--- src/verilog/dsli_pkg.sv ---
// package of constants for the dac serial load interface
package dsli_pkg;
    localparam int DSLI_SHIFT_W = 24;
    localparam int DSLI_CODE_W = 16;
    localparam int DSLI_CHANNELS = 4;
    localparam int DSLI_CHAN_W = 2;
    // frame layout: low two bits of the top byte pick a channel, low word is the code
    localparam int DSLI_CODE_LSB = 0;
    localparam int DSLI_CHAN_LSB = 16;
    localparam logic [15:0] DSLI_ZERO_CODE = 16'h0000;
    localparam logic [15:0] DSLI_MID_CODE = 16'h8000;
    localparam logic [23:0] DSLI_SHIFT_RST = 24'h000000;
    localparam logic [1:0] DSLI_SYNC_RST = 2'h0;
    localparam logic [1:0] DSLI_SYNC_IDLE = 2'h3;
    // serial clock ceiling in MHz; unused, and too fast for the 40 MHz sampling of the link clock
    localparam int DSLI_SCLK_MAX_MHZ = 25;
    localparam int DSLI_MCLK_MHZ = 40;
endpackage : dsli_pkg

--- src/verilog/dsli_top.sv ---
// serial load interface of a four channel converter
`timescale 1ns/1ps
module dsli_top
    import dsli_pkg::*;
(
    // clock and reset
    input wire logic I_MCLK,
    input wire logic I_RESET,
    // serial link
    input wire logic I_SCLK,
    input wire logic I_FRAME_SEL_N,
    input wire logic I_SERIAL_IN,
    output logic O_SERIAL_OUT,
    output logic O_SERIAL_OUT_OE_N,
    // control pins
    input wire logic I_LOAD_STROBE_N,
    input wire logic I_CLEAR_IN,
    // outside configuration: 1 selects mid code on clear
    input wire logic I_CLEAR_MID_SEL,
    // converter codes
    output logic [DSLI_CHANNELS*DSLI_CODE_W-1:0] O_CHAN_CODES
);
    // ------------------------------------------------------------
    // pin synchronisers
    // ------------------------------------------------------------
    // the link clock is sampled; 40 MHz only resolves slow serial clocks,
    // so the host must keep each phase longer than two system cycles
    logic [1:0] sclk_sync_q;
    logic [1:0] sel_sync_q;
    logic [1:0] sdi_sync_q;
    logic [1:0] ld_sync_q;
    logic [1:0] clr_sync_q;
    logic [1:0] mid_sync_q;
    logic sclk_prev_q;

    // link pins share one depth so data stays aligned with its clock
    always_ff @(posedge I_MCLK or posedge I_RESET) begin
        if (I_RESET) begin
            sclk_sync_q <= DSLI_SYNC_RST;
            sel_sync_q <= DSLI_SYNC_IDLE;
            sdi_sync_q <= DSLI_SYNC_RST;
        end else begin
            sclk_sync_q <= {sclk_sync_q[0], I_SCLK};
            sel_sync_q <= {sel_sync_q[0], I_FRAME_SEL_N};
            sdi_sync_q <= {sdi_sync_q[0], I_SERIAL_IN};
        end
    end

    // control pins pass the same two stages as the link pins
    always_ff @(posedge I_MCLK or posedge I_RESET) begin
        if (I_RESET) begin
            ld_sync_q <= DSLI_SYNC_IDLE;
            clr_sync_q <= DSLI_SYNC_RST;
            mid_sync_q <= DSLI_SYNC_RST;
        end else begin
            ld_sync_q <= {ld_sync_q[0], I_LOAD_STROBE_N};
            clr_sync_q <= {clr_sync_q[0], I_CLEAR_IN};
            mid_sync_q <= {mid_sync_q[0], I_CLEAR_MID_SEL};
        end
    end

    // ------------------------------------------------------------
    // serial clock edge detect
    // ------------------------------------------------------------
    always_ff @(posedge I_MCLK or posedge I_RESET) begin
        if (I_RESET) begin
            sclk_prev_q <= DSLI_SYNC_RST[0];
        end else begin
            sclk_prev_q <= sclk_sync_q[1];
        end
    end

    logic sclk_fall;
    logic frame_on;
    logic shift_en;
    logic sdi_bit;
    assign sclk_fall = sclk_prev_q & ~sclk_sync_q[1];
    assign frame_on = ~sel_sync_q[1];
    assign shift_en = frame_on & sclk_fall;
    assign sdi_bit = sdi_sync_q[1];

    // ------------------------------------------------------------
    // input shift register
    // ------------------------------------------------------------
    logic [DSLI_SHIFT_W-1:0] shift_q;
    logic [DSLI_SHIFT_W-1:0] shift_d;
    logic [DSLI_SHIFT_W-2:0] shift_keep;
    assign shift_keep = shift_q[DSLI_SHIFT_W-2:0];

    always_comb begin
        shift_d = shift_q;
        if (shift_en) begin
            shift_d = {shift_keep, sdi_bit};
        end
    end

    always_ff @(posedge I_MCLK or posedge I_RESET) begin
        if (I_RESET) begin
            shift_q <= DSLI_SHIFT_RST;
        end else begin
            shift_q <= shift_d;
        end
    end

    // ------------------------------------------------------------
    // serial output
    // ------------------------------------------------------------
    // the msb is shifted out; it changes right after a falling edge, so
    // the next bit is stable well before the following falling edge
    logic sdo_q;
    always_ff @(posedge I_MCLK or posedge I_RESET) begin
        if (I_RESET) begin
            sdo_q <= DSLI_SHIFT_RST[DSLI_SHIFT_W-1];
        end else begin
            sdo_q <= shift_d[DSLI_SHIFT_W-1];
        end
    end
    assign O_SERIAL_OUT = sdo_q;
    assign O_SERIAL_OUT_OE_N = ~frame_on;

    // ------------------------------------------------------------
    // converter registers and clear
    // ------------------------------------------------------------
    logic [DSLI_CODE_W-1:0] chan_q [DSLI_CHANNELS];
    logic [DSLI_CHAN_W-1:0] load_chan;
    logic [DSLI_CODE_W-1:0] load_code;
    logic [DSLI_CODE_W-1:0] clr_code;
    assign load_chan = shift_q[DSLI_CHAN_LSB +: DSLI_CHAN_W];
    assign load_code = shift_q[DSLI_CODE_LSB +: DSLI_CODE_W];
    assign clr_code = mid_sync_q[1] ? DSLI_MID_CODE : DSLI_ZERO_CODE;

    always_ff @(posedge I_MCLK or posedge I_RESET) begin
        if (I_RESET) begin
            for (int i = 0; i < DSLI_CHANNELS; i++) begin
                chan_q[i] <= DSLI_ZERO_CODE;
            end
        end else if (clr_sync_q[1]) begin
            // clear dominates a load held at the same time
            for (int i = 0; i < DSLI_CHANNELS; i++) begin
                chan_q[i] <= clr_code;
            end
        end else if (!ld_sync_q[1]) begin
            chan_q[load_chan] <= load_code;
        end
    end

    always_comb begin
        for (int i = 0; i < DSLI_CHANNELS; i++) begin
            O_CHAN_CODES[i*DSLI_CODE_W +: DSLI_CODE_W] = chan_q[i];
        end
    end

    // ------------------------------------------------------------
    // assertions
    // ------------------------------------------------------------
    // pins reach the logic two cycles late, so the checks watch the
    // synchronised copies and name the pin only where the lag is the point
    // link side
    a_shift_on_fall: assert property (@(posedge I_MCLK)
        disable iff (I_RESET)
        shift_en |=> shift_q == {$past(shift_keep), $past(sdi_bit)})
        else $error("shift register missed a falling edge");
    a_no_stray_shift: assert property (@(posedge I_MCLK)
        disable iff (I_RESET)
        !$past(shift_en) |-> $stable(shift_q))
        else $error("shift register moved without a falling edge");
    a_hold_unselected: assert property (@(posedge I_MCLK)
        disable iff (I_RESET)
        !frame_on |=> $stable(shift_q))
        else $error("shift register moved while unselected");
    a_sdo_release: assert property (@(posedge I_MCLK)
        disable iff (I_RESET)
        O_SERIAL_OUT_OE_N == $past(I_FRAME_SEL_N, 2))
        else $error("serial output enable wrong");
    a_sdo_msb: assert property (@(posedge I_MCLK)
        disable iff (I_RESET)
        sclk_fall |-> ##1 O_SERIAL_OUT == shift_q[DSLI_SHIFT_W-1])
        else $error("serial output not msb after edge");
    a_sdo_steady: assert property (@(posedge I_MCLK)
        disable iff (I_RESET)
        !$past(shift_en) |-> $stable(O_SERIAL_OUT))
        else $error("serial output moved between falling edges");

    // converter side
    a_load_copy: assert property (@(posedge I_MCLK)
        disable iff (I_RESET)
        (!ld_sync_q[1] && !clr_sync_q[1]) |=>
        chan_q[$past(load_chan)] == $past(load_code))
        else $error("load did not copy code");
    a_codes_hold: assert property (@(posedge I_MCLK)
        disable iff (I_RESET)
        (ld_sync_q[1] && !clr_sync_q[1]) |=> $stable(O_CHAN_CODES))
        else $error("codes changed without load or clear");
    a_clear_force: assert property (@(posedge I_MCLK)
        disable iff (I_RESET)
        clr_sync_q[1] ##1 clr_sync_q[1] |->
        chan_q[0] == $past(clr_code) &&
        chan_q[DSLI_CHANNELS-1] == $past(clr_code))
        else $error("clear did not force channels");
    a_clear_all: assert property (@(posedge I_MCLK)
        disable iff (I_RESET)
        clr_sync_q[1] |=> O_CHAN_CODES == {DSLI_CHANNELS{$past(clr_code)}})
        else $error("clear missed a channel");
    a_clear_zero: assert property (@(posedge I_MCLK)
        disable iff (I_RESET)
        (clr_sync_q[1] && !mid_sync_q[1]) |=> chan_q[1] == DSLI_ZERO_CODE)
        else $error("default clear code not zero");
    a_clear_mid: assert property (@(posedge I_MCLK)
        disable iff (I_RESET)
        (clr_sync_q[1] && mid_sync_q[1]) |=> chan_q[3] == DSLI_MID_CODE)
        else $error("mid clear code not applied");
    a_clear_beats_load: assert property (@(posedge I_MCLK)
        disable iff (I_RESET)
        (clr_sync_q[1] && !ld_sync_q[1]) |=>
        chan_q[2] == $past(clr_code))
        else $error("load overrode clear");
endmodule : dsli_top

--- config.mk ---
export PLATFORM = sky130hd
export DESIGN_NAME = dsli_top
export DESIGN_NICKNAME = d
export VERILOG_FILES = /design/src/verilog/dsli_pkg.sv /design/src/verilog/dsli_top.sv
export SDC_FILE = /design/constraint.sdc
export NUM_CORES = 1
export LEC_CHECK = 0
export BUFFER_PORTS_ARGS = -buffer_cell sky130_fd_sc_hd__buf_4
export CAP_MARGIN = 20
export CORE_MARGIN = 4
export CORE_UTILIZATION = 59
export CTS_CLUSTER_SIZE = 24
export DETAILED_ROUTE_END_ITERATION = 8
export PLACE_DENSITY = 0.91
export SLEW_MARGIN = 5
export SYNTH_ARGS = -nofsm -noshare
export SYNTH_HDL_FRONTEND = slang
export SYNTH_SLANG_ARGS = --single-unit
export TNS_END_PERCENT = 10
--- constraint.sdc ---
create_clock -name I_MCLK -period 5.1 [get_ports I_MCLK]
set_clock_uncertainty 0.15 [all_clocks]
set_input_delay 0.51 -clock I_MCLK [delete_from_list [all_inputs] [get_ports I_MCLK]]
set_output_delay 0.51 -clock I_MCLK [all_outputs]
set_load 0.03 [all_outputs]
# Yosys cells after proc, flatten, opt, wreduce, memory -nomap -nowiden
# Cells that the tools add are included.
# word_totals
inputBits	8
reg_bits	101
wordCells	28
out_inout_bits	66
# classes
muxes	6
eq_ne	1
bitwise	5
magnitude_cmp	2
reduce_logical	1
# ops
cell	n
two-way mux 64 bit	2
bitwise mux 64 bit	1
demux 16 bit (select 2 bit)	1
two-way mux 16 bit	2
greater-or-equal comparator 3 bit, second input constant	1
less-than comparator 3 x 1 -> 1 bit, second input constant	1
NOT 2 -> 3 bit	1
AND 1 bit	2
!= test 2 x 1 -> 1 bit, second input constant	1
NOT 1 bit	2
logical AND 1 bit	1

# Logic depth before layout (Yosys ltp)
# Gate-level depths: netlist of the first run.
# depth
word_depth	8
mapped_depth	6
mapped_depth_nobuf	3

# Least setup slack after synthesis of the first run
# Ideal clock, no wire load.
# synth_timing
kind	reg-to-reg
from	reg sel_sync_q[1]
to	reg shift_q[0]
path_buffers	1
arrival_ps	1301
stages_incl_launch_ff	4
setup_time_ps	125
synth_period_minus_slack_ps	1576
t_required_ps	4825
slack_ps	3524
cell_sequence	dfstp_2 > nor3b_2 > buf_4 > mux2_2
# synth_between
elab_chain_len	2
# synth_rtl
item	line_no	text
start, declared	dsli_top.sv:29	logic [1:0] sel_sync_q;
start signal, assigned	dsli_top.sv:44	sel_sync_q <= {sel_sync_q[0], I_FRAME_SEL_N};
NOT 1 bit	dsli_top.sv:78	assign frame_on = ~sel_sync_q[1];
AND 1 bit	dsli_top.sv:79	assign shift_en = frame_on & sclk_fall;
end signal, assigned	dsli_top.sv:101	shift_q <= shift_d;
end, declared	dsli_top.sv:85	logic [DSLI_SHIFT_W-1:0] shift_q;
# Every way passes these cells.
# A chain may end at the register's enable or synchronous reset.

# Worst setup path after layout of the first run
# layout_timing
from	reg ld_sync_q[1]
to	reg chan_q (netlist bit O_CHAN_CODES[56])
# layout_between
elab_chain_len	1
# layout_rtl
item	line_no	text
start, declared	dsli_top.sv:31	logic [1:0] ld_sync_q;
start signal, assigned	dsli_top.sv:56	ld_sync_q <= {ld_sync_q[0], I_LOAD_STROBE_N};
!= test 2 x 1 -> 1 bit (no line)	n/a	
end signal, assigned by index	dsli_top.sv:140	chan_q[i] <= clr_code;
end signal, assigned by index	dsli_top.sv:143	chan_q[load_chan] <= load_code;
end, declared	dsli_top.sv:124	logic [DSLI_CODE_W-1:0] chan_q [DSLI_CHANNELS];
# Every way passes these cells.

==> impl_metrics.ini, run 1 <==
[final_layout]
syn_to_final_growth_pct = 19.8
final_cells = 497
drive_above_1_share_pct = 29.5
fillCellCount = 418
fin_nets = 423
antennaDiodeCount = 0
final_area_sq_um = 4670
final_cell_mix = nand2_1, dfrtp_1, buf_4, a21oi_1, mux2_2
final_common_cell = nand2_1

[placement]
place_area_sq_um = 4390
place_ws_ns = 3.07
place_inst = 479
gp_congestion = 0.763
port_buffers = 73
post-dp-hpwl_um = 5730

[pwr]
p_leak_uw = 0.00219
p_seq_share_pct = 55.9
p_switching_uw = 416
peakVddDrop_mv = 0.276
p_int_uw = 1230
swShare_pct = 25.3
clkPwrFrac_pct = 35.6
p_per_area_nw_per_um2 = 353
power_frac_comb_pct = 8.5

[floorplanning]
die_x_um = 89.3
top_level_ports = 74
start_util_pct = 61.0
rows = 29
dieArea_sq_um = 7970
die_height_um = 89.3
core_sq_um = 6390

[critical_path]
reg2reg_from = ld_sync_q[1]$_DFF_PP1_
crit_required_ns = 5.23
worstPathMaxFanout = 16
setup.worst_path.start = ld_sync_q[1]$_DFF_PP1_
ff2ff_setup_slack_ns = 3.24
reg2reg_depth = 3
cp-start-kind = flip-flop
crit_path_end_kind = flip-flop
cp_data_arrival_time_ns = 1.99
r2r_end = O_CHAN_CODES[56]$_DFFE_PP0P_
critPathKind = reg -> reg

[sta]
fmax_mhz = 537
max_slew.worst_pin.slew_ns = 0.831
finalCritPeriodShare_pct = 36.5
finalSetupTns_ns = 0
setup_ws_ns = 3.24
slew_headroom_pct = 44.6
hold_viol = 0
report.final.slew_viol_count = 0
post-route-min-period_ns = 1.86
rsz0062_at_grt = no
finalSetupViolCount = 0

[global_route]
use_met2_pct = 40.0
grtUsageMet1_pct = 30.7
grt_pass1_wl_um = 14200
grt_use_met3_pct = 5.90
grt_use_total_pct = 23.9
grt_max_degree = 69
busiest_layer = met2
grt-ovfl-total = 0
grt_pass1_vias = 2862
antenna_found_initial = 0

[synthesis]
synth_cells = 352
yosysUniqueCellTypes = 19
ys_top_cells_by_area = dfrtp_1, nand2_1, a21oi_1
synthesis.area_sq_um = 3890
netlist.area_leader.share_pct = 62.3
yosys.area_share.adder_pct = 0
synth_top_family_by_area = simple AND/OR/NAND/NOR gates
synth_mux_area_share_pct = 6.94
synth.largest_area_cell = dfrtp_1
avgSynthCellArea_sq_um = 11.1
synth_seq_area_share_pct = 65.0
yosysWarningCount = 0
synth_compound_area_share_pct = 8.74
syn-num-nets = 360
yosys.area_share.simple_pct = 14.8
synth_xor_area_share_pct = 0
ys_ff_latch = 101

[drt]
drc = 0
vias_per_cell = 5.74
drtIter0Drc = 295
vias = 2853
wl_per_cell_um = 18.0
drtPass1Iterations = 4
postRouteWirelength_um = 8960
drtAntennaViolNets = 0

[cts]
hold_buffers = 0
cts_made_buffers = 9
cts_root_buf = clkbuf_8
path_clk_slew_ns = 0.10
post-cts-setup-buffers = 0
ctsLongestPathBuffers = 2
cts.sinks = 101
htree_levels = 3
cts_tree = done
cts-resized-gates = 0
clk_latency_ns = 0.36

[job]
cap_violations = 0

[min_path]
hold_class = in -> async

[run_status]
status = completed
[metrics by stage]
stage	power (uW)	utilization, %	hold WS, ns
global placement	1060	68.7	0.181
finish	1650	73.1	0.00420
floorplan	1000	-	0.181
global route	1700	73.1	0.00873
detailed placement	1070	68.7	0.196
CTS	1640	72.3	0.00264
[power by group through the flow]
stage | Clock (uW) | Combinational [uW] | Sequential, uW
after floorplan | 0 | 72.9 | 929
after global placement | 0 | 124 | 934
after detailed placement | 0 | 131 | 937
after CTS | 589 | 133 | 923
after global routing | 625 | 152 | 927
final | 587 | 140 | 921
[sequential cells by signal, summed over array words and instances, names as in the netlist]
name and cells:
shift_q 24, ld_sync_q 2, sel_sync_q 2, sdi_sync_q 2, sclk_prev_q 1, O_CHAN_CODES 64
sclk_sync_q 2, mid_sync_q 2, clr_sync_q 2
[cell families (layout without fill, tap and decap cells)]
group | count (synthesis) | after routing
mux | 24 | 24
compound gates | 68 | 68
flops | 101 | 101
simple gates | 134 | 134
buf+inv | 25 | 93
[final cells by class]
type / instances / area (sq um) / share of cell area, %
inverter: 1 / 6.26 / 0.134
clock inverter: 5 / 100 / 2.15
multi-input combinational: 226 / 1190 / 25.6
clock buffer: 11 / 131 / 2.82
sequential: 101 / 2530 / 54.3
tap: 77 / 96.3 / 2.06
timing repair buffer: 76 / 603 / 12.9
[synthesized netlist by cell type]
cell / number
or3_1: 1
nor3_4: 1
nand2_1: 124
mux2_2: 24
buf_2: 3
or3b_1: 2
buf_4: 6
clkbuf_2: 1
inv_1: 1
buf_6: 7
dfrtp_1: 97
a21oi_1: 68
clkbuf_1: 7
nor2b_1: 1
nor3b_2: 1
nand3b_1: 1
nor3b_4: 2
dfstp_2: 4
and3b_1: 1
[how the worst max path moves through the flow]
stage	end	slack, ns	cells after the start
3_3_place_gp	shift_q[6]$_DFFE_PP0P_	3.16	2
4_1_cts	shift_q[1]$_DFFE_PP0P_	3.06	2
5_1_grt	O_CHAN_CODES[59]$_DFFE_PP0P_	3.11	3
3_5_place_dp	shift_q[21]$_DFFE_PP0P_	3.07	2
2_1_floorplan	O_CHAN_CODES[0]$_DFFE_PP0P_	1.80	1
6_report	O_CHAN_CODES[56]$_DFFE_PP0P_	3.24	3
[per-layer routing]
metal,routed length [um],vias to the layer above
li1,-,1274
met1,3410,1423
met2,4700,130
met3,670,26
met4,181,0
met5,0,-
[critical path, cell delays in order (launching register included)]
cell and delay, ns:
dfstp_2 0.69, nand3b_1 0.59, nand2_1 0.15, a21oi_1 0.20
No activity file was read; power rests on OpenSTA's default activity.
==> inputs of run 2 (changes only) <==
--- a/config.mk
+++ b/config.mk
@@ -8,10 +8,10 @@
 export BUFFER_PORTS_ARGS = -buffer_cell sky130_fd_sc_hd__buf_4
 export CAP_MARGIN = 20
 export CORE_MARGIN = 4
-export CORE_UTILIZATION = 59
+export CORE_UTILIZATION = 49
 export CTS_CLUSTER_SIZE = 24
 export DETAILED_ROUTE_END_ITERATION = 8
-export PLACE_DENSITY = 0.91
+export PLACE_DENSITY = 0.82
 export SLEW_MARGIN = 5
 export SYNTH_ARGS = -nofsm -noshare
 export SYNTH_HDL_FRONTEND = slang
==> constraint.sdc (replaced) <==
create_clock -name I_MCLK -period 1.6 [get_ports I_MCLK]
set_clock_uncertainty 0.15 [all_clocks]
set_input_delay 0.16 -clock I_MCLK [delete_from_list [all_inputs] [get_ports I_MCLK]]
set_output_delay 0.16 -clock I_MCLK [all_outputs]
set_load 0.03 [all_outputs]
==> run 2 against run 1 <==
Against the previous run: register-to-register slack lost 3.1 ns; wire length shrank 2.6%; sequential power grew to 3.2 times the previous value; critical path depth grew 2; largest power group unchanged.
==> impl_metrics.ini, run 2 (synthesized netlist as in run 1, its figures left out) <==
[sta]
fmax_mhz = 664
report.final.slew_viol_count = 0
post-route-min-period_ns = 1.51
slew_headroom_pct = 65.3
finalSetupViolCount = 0
max_slew.worst_pin.slew_ns = 0.520
rsz0062_at_grt = yes
hold_viol = 0
finalCritPeriodShare_pct = 94.2

[final_layout]
fin_nets = 443
final_core_util_pct = 63.2
final_cell_mix = nand2_1, dfrtp_1, buf_4, a21oi_1, mux2_2
largest_reg_flops = 64
fillCellCount = 623
drive_above_1_share_pct = 31.8
final_common_cell = nand2_1
syn_to_final_growth_pct = 25.5
antennaDiodeCount = 0
final_area_sq_um = 4890

[global_route]
grt_max_degree = 102
grt_pass1_vias = 2894
grt-ovfl-total = 0
antenna_found_initial = 0
grt_use_total_pct = 19.3
grt_pass1_wl_um = 14800

[critical_path]
cp_data_arrival_time_ns = 1.59
worst_path_largest_cell_delay_ns = 0.40
worstPathMaxFanout = 16
critPathBufInv = 2
cp-start-kind = flip-flop
crit_path_end_kind = flip-flop
critical_path.top_delay_family = simple AND/OR/NAND/NOR gates
crit_chain = buf_12 > or3b_1 > buf_6 > nand2_1 > a21oi_2
critPathKind = reg -> reg
crit_required_ns = 1.68
critPathSlowestCell = dfstp_2

[cts]
cts_root_buf = clkbuf_8
ctsLongestPathBuffers = 2
post-cts-setup-buffers = 0
cts_tree = done
cts.sinks = 101
htree_levels = 3
clk_latency_ns = 0.35
cts_made_buffers = 9
path_clk_slew_ns = 0.09

[placement]
gp_congestion = 0.777
place_area_sq_um = 4610
post-dp-hpwl_um = 5970
port_buffers = 73

[drt]
vias = 2888
vias_per_cell = 5.33
drc = 0
drtIter0Drc = 211
wl_per_cell_um = 16.1
postRouteWirelength_um = 8730
drtAntennaViolNets = 0
drtPass1Iterations = 5

[job]
cap_violations = 0

[floorplanning]
die_height_um = 97.2
start_util_pct = 50.4
rows = 32
die_x_um = 97.2
top_level_ports = 74
core_sq_um = 7730
dieArea_sq_um = 9440

[run_status]
status = completed

[pwr]
p_switching_uw = 1310
p_leak_uw = 0.00227
peakVddDrop_mv = 0.566
p_total_uw = 4980
p_int_uw = 3670
p_per_area_nw_per_um2 = 1020
p_seq_share_pct = 58.8
power_frac_comb_pct = 9.4
clkPwrFrac_pct = 31.8
swShare_pct = 26.3

[min_path]
hold_class = reg -> reg
-- run 2: cell count changes in the layout (fill, tap and decap cells not counted), moves of 2 or more --
cell | previous run | this run
buf_4 | 74 | 81
dlygate4sd3_1 | 0 | 7
clkinvlp_4 | 0 | 2
bufinv_16 | 3 | 1
buf_12 | 1 | 6
buf_6 | 0 | 2
-- run 2: routing by layer --
layer  global-route usage (%)  share of wire [%]  vias to the layer above
li1                         -                  -                     1316
met1                     26.0                 44                     1460
met4                     6.80                1.7                        0
met3                     3.95                6.0                       15
met2                     31.2                 49                       97
met5                        0                  0                        -
-- run 2: area by class of cell --
class | instances | area, sq um | share of cell area [%]
repair buffers | 96 | 821 | 16.8
multi-input cells | 226 | 1200 | 24.6
inverters | 1 | 7.51 | 0.154
flip-flops and latches | 101 | 2530 | 51.9
clock buffers | 12 | 145 | 2.97
clock inverters | 4 | 47.5 | 0.973
well taps | 102 | 128 | 2.61
-- run 2: final timing paths --
check | from | to | slack (ns) | cells after the start
max | ld_sync_q[1]$_DFF_PP1_ | O_CHAN_CODES[18]$_DFFE_PP0P_ | 0.09 | 5
min | mid_sync_q[0]$_DFF_PP0_ | mid_sync_q[1]$_DFF_PP0_ | 0.20 | 0
max reg2reg | ld_sync_q[1]$_DFF_PP1_ | O_CHAN_CODES[18]$_DFFE_PP0P_ | 0.09 | 5
min reg2reg | mid_sync_q[0]$_DFF_PP0_ | mid_sync_q[1]$_DFF_PP0_ | 0.20 | 0
max in group asynchronous | I_RESET | shift_q[16]$_DFFE_PP0P_ | 0.55 | 4
min in group asynchronous | I_RESET | O_CHAN_CODES[45]$_DFFE_PP0P_ | 0.36 | 4
-- run 2: per-stage QoR --
step / setup TNS (ns) / hold WS, ns / std cells / setup slack (ns)
floorplan: 0 / 0.0145 / 352 / 0.0243
global placement: 0 / 0.118 / 519 / 0.0701
detailed placement: 0 / 0.120 / 519 / 0.00325
CTS: 0 / 0.206 / 542 / 0.0507
global route: -0.00469 / 0.213 / 542 / -0.00469
finish: 0 / 0.203 / 542 / 0.0929
-- run 2: repair_timing --
item	CTS	global route
hold buffers	7	0
endpoints found under the hold margin	103	0
resized for setup	1	4
endpoints found under the setup margin	7	8
-- run 2: power by group through the flow --
| stage | sequential (uW) | clock [uW] | combinational (uW) |
|---|---|---|---|
| detailed placement | 2970 | 0 | 459 |
| global placement | 2960 | 0 | 435 |
| CTS | 2920 | 1620 | 475 |
| floorplan | 2960 | 0 | 233 |
| global route | 2960 | 1720 | 511 |
| finish | 2930 | 1580 | 468 |
==> inputs of run 3 (changes only) <==
--- a/config.mk
+++ b/config.mk
@@ -7,6 +7,7 @@
 export LEC_CHECK = 0
 export BUFFER_PORTS_ARGS = -buffer_cell sky130_fd_sc_hd__buf_4
 export CAP_MARGIN = 20
+export CORE_ASPECT_RATIO = 1.5
 export CORE_MARGIN = 4
 export CORE_UTILIZATION = 49
 export CTS_CLUSTER_SIZE = 24
==> run 3 against run 2 <==
Against the previous run: die area grew 0.31%; sequential power about the same; setup slack worse by 0.055 ns; clock power up 67%; first-iteration DRC count increased by 46%; critical path depth fell by 1; sequential share of layout area down 1.6 points; critical endpoint is now O_CHAN_CODES[9]$_DFFE_PP0P_.
==> impl_metrics.ini, run 3 (synthesized netlist as in run 1, its figures left out) <==
[critical_path]
setup.worst_path.start = shift_q[16]$_DFFE_PP0P_
crit_chain = or3_1 > buf_4 > nand2_1 > a21oi_1
reg2reg_from = shift_q[16]$_DFFE_PP0P_
critPathSlowestCell = dfrtp_2
cp-start-kind = flip-flop
crit_required_ns = 1.66
reg2reg_depth = 4
critical_path.top_delay_family = simple AND/OR/NAND/NOR gates
path_depth = 4
worst_path_largest_cell_delay_ns = 0.46
crit_path_end_kind = flip-flop
critPathKind = reg -> reg
worstPathMaxFanout = 12
cp_data_arrival_time_ns = 1.62
critPathBufInv = 1

[sta]
max_slew.worst_pin.slew_ns = 0.517
hold_slack_ns = 0.200
hold_viol = 0
slew_headroom_pct = 65.5
fmax_mhz = 640
finalSetupViolCount = 0
finalCritPeriodShare_pct = 97.6
post-route-min-period_ns = 1.56
report.final.slew_viol_count = 0
setup_ws_ns = 0.0381

[cts]
cts_tree = done
path_clk_slew_ns = 0.07
cts.sinks = 101
htree_levels = 3
cts_root_buf = clkbuf_16
cts_made_buffers = 9
ctsLongestPathBuffers = 2
clk_latency_ns = 0.34

[floorplanning]
core_sq_um = 7660
rows = 39
start_util_pct = 50.8
dieArea_sq_um = 9470
die_x_um = 80.8
die_height_um = 117
top_level_ports = 74

[global_route]
antenna_found_initial = 0
grt_pass1_wl_um = 14600
grt_max_degree = 102
grt_pass1_vias = 2975
grt-ovfl-total = 0
grt_use_total_pct = 20.5

[run_status]
status = completed

[drt]
drtIter0Drc = 309
drtAntennaViolNets = 0
vias_per_cell = 5.34
vias = 2905
drc = 0
wl_per_cell_um = 16.5
postRouteWirelength_um = 8950
drtPass1Iterations = 5

[placement]
post-dp-hpwl_um = 5850
gp_congestion = 0.826
place_inst = 520
port_buffers = 73
place_ws_ns = -0.0371

[min_path]
hold_depth = 0
hold_class = reg -> reg
worstHoldStart = clr_sync_q[0]$_DFF_PP0_

[final_layout]
fin_nets = 445
largest_reg_flops = 64
fillCellCount = 556
regArea_sq_um = 2540
multi_input_area_sq_um = 1200
syn_to_final_growth_pct = 29.6
antennaDiodeCount = 0
final_cell_mix = nand2_1, dfrtp_1, buf_4, a21oi_1, mux2_2
final_common_cell = nand2_1
drive_above_1_share_pct = 32.8
final_cells = 544

[job]
cap_violations = 0

[pwr]
p_per_area_nw_per_um2 = 1200
peakVddDrop_mv = 0.620
p_leak_uw = 0.00236
-- run 3: changes by cell type in the layout (fill, tap and decap cells not counted), moves of 2 or more --
| cell | delta |
|---|---|
| buf_4 | +6 |
| buf_12 | -2 |
| clkbuf_8 | -9 |
| clkbuf_1 | -2 |
| buf_6 | -2 |
| clkbuf_16 | +9 |
| bufinv_16 | +3 |
-- run 3: per-layer routing --
metal,part of all wire [%],vias up,global-route usage [%]
met3,5.4,26,3.98
met4,3.0,0,11.4
met5,0,-,0
li1,-,1323,-
met2,55,105,35.7
met1,37,1451,23.6
-- run 3: timing repair --
item | CTS | global route
gates resized for setup | 1 | 3
endpoints found under the setup margin | 16 | 13
pin swaps | 1 | 0
hold endpoints to repair | 103 | 0
hold buffers | 7 | 0
setup buffers | 1 | 0
-- run 3: report_power, final --
group          internal (uW)  switching [uW]
sequential              2710             239
clock                   1730             908
combinational            209             256
total                   4640            1400
-- run 3: final timing paths --
| path | endpoint | slack, ns |
|---|---|---|
| setup reg to reg | O_CHAN_CODES[9]$_DFFE_PP0P_ | 0.04 |
| setup / recovery | O_CHAN_CODES[9]$_DFFE_PP0P_ | 0.04 |
| hold reg to reg | clr_sync_q[1]$_DFF_PP0_ | 0.20 |
| max in group asynchronous | sel_sync_q[1]$_DFF_PP1_ | 0.52 |
| hold / removal | clr_sync_q[1]$_DFF_PP0_ | 0.20 |
| min in group asynchronous | mid_sync_q[0]$_DFF_PP0_ | 0.36 |
-- run 3: area by class of cell --
cell class,count,share of cell area [%]
sequential,101,50.3
multi-input combinational,226,23.8
timing repair buffer,98,15.9
clock buffer,10,4.74
clock inverter,6,2.65
tap,102,2.53
inverter,1,0.149
-- run 3: metrics by stage --
stage | power (uW) | TNS [ns] | util [%] | area, sq um
floorplan | 3190 | 0 | - | 3900
global placement | 3410 | 0 | 59.9 | 4590
detailed placement | 3430 | -0.142 | 59.9 | 4590
CTS | 6080 | 0 | 65.8 | 5040
global route | 6270 | -0.00000389 | 65.9 | 5050
finish | 6050 | 0 | 65.9 | 5050
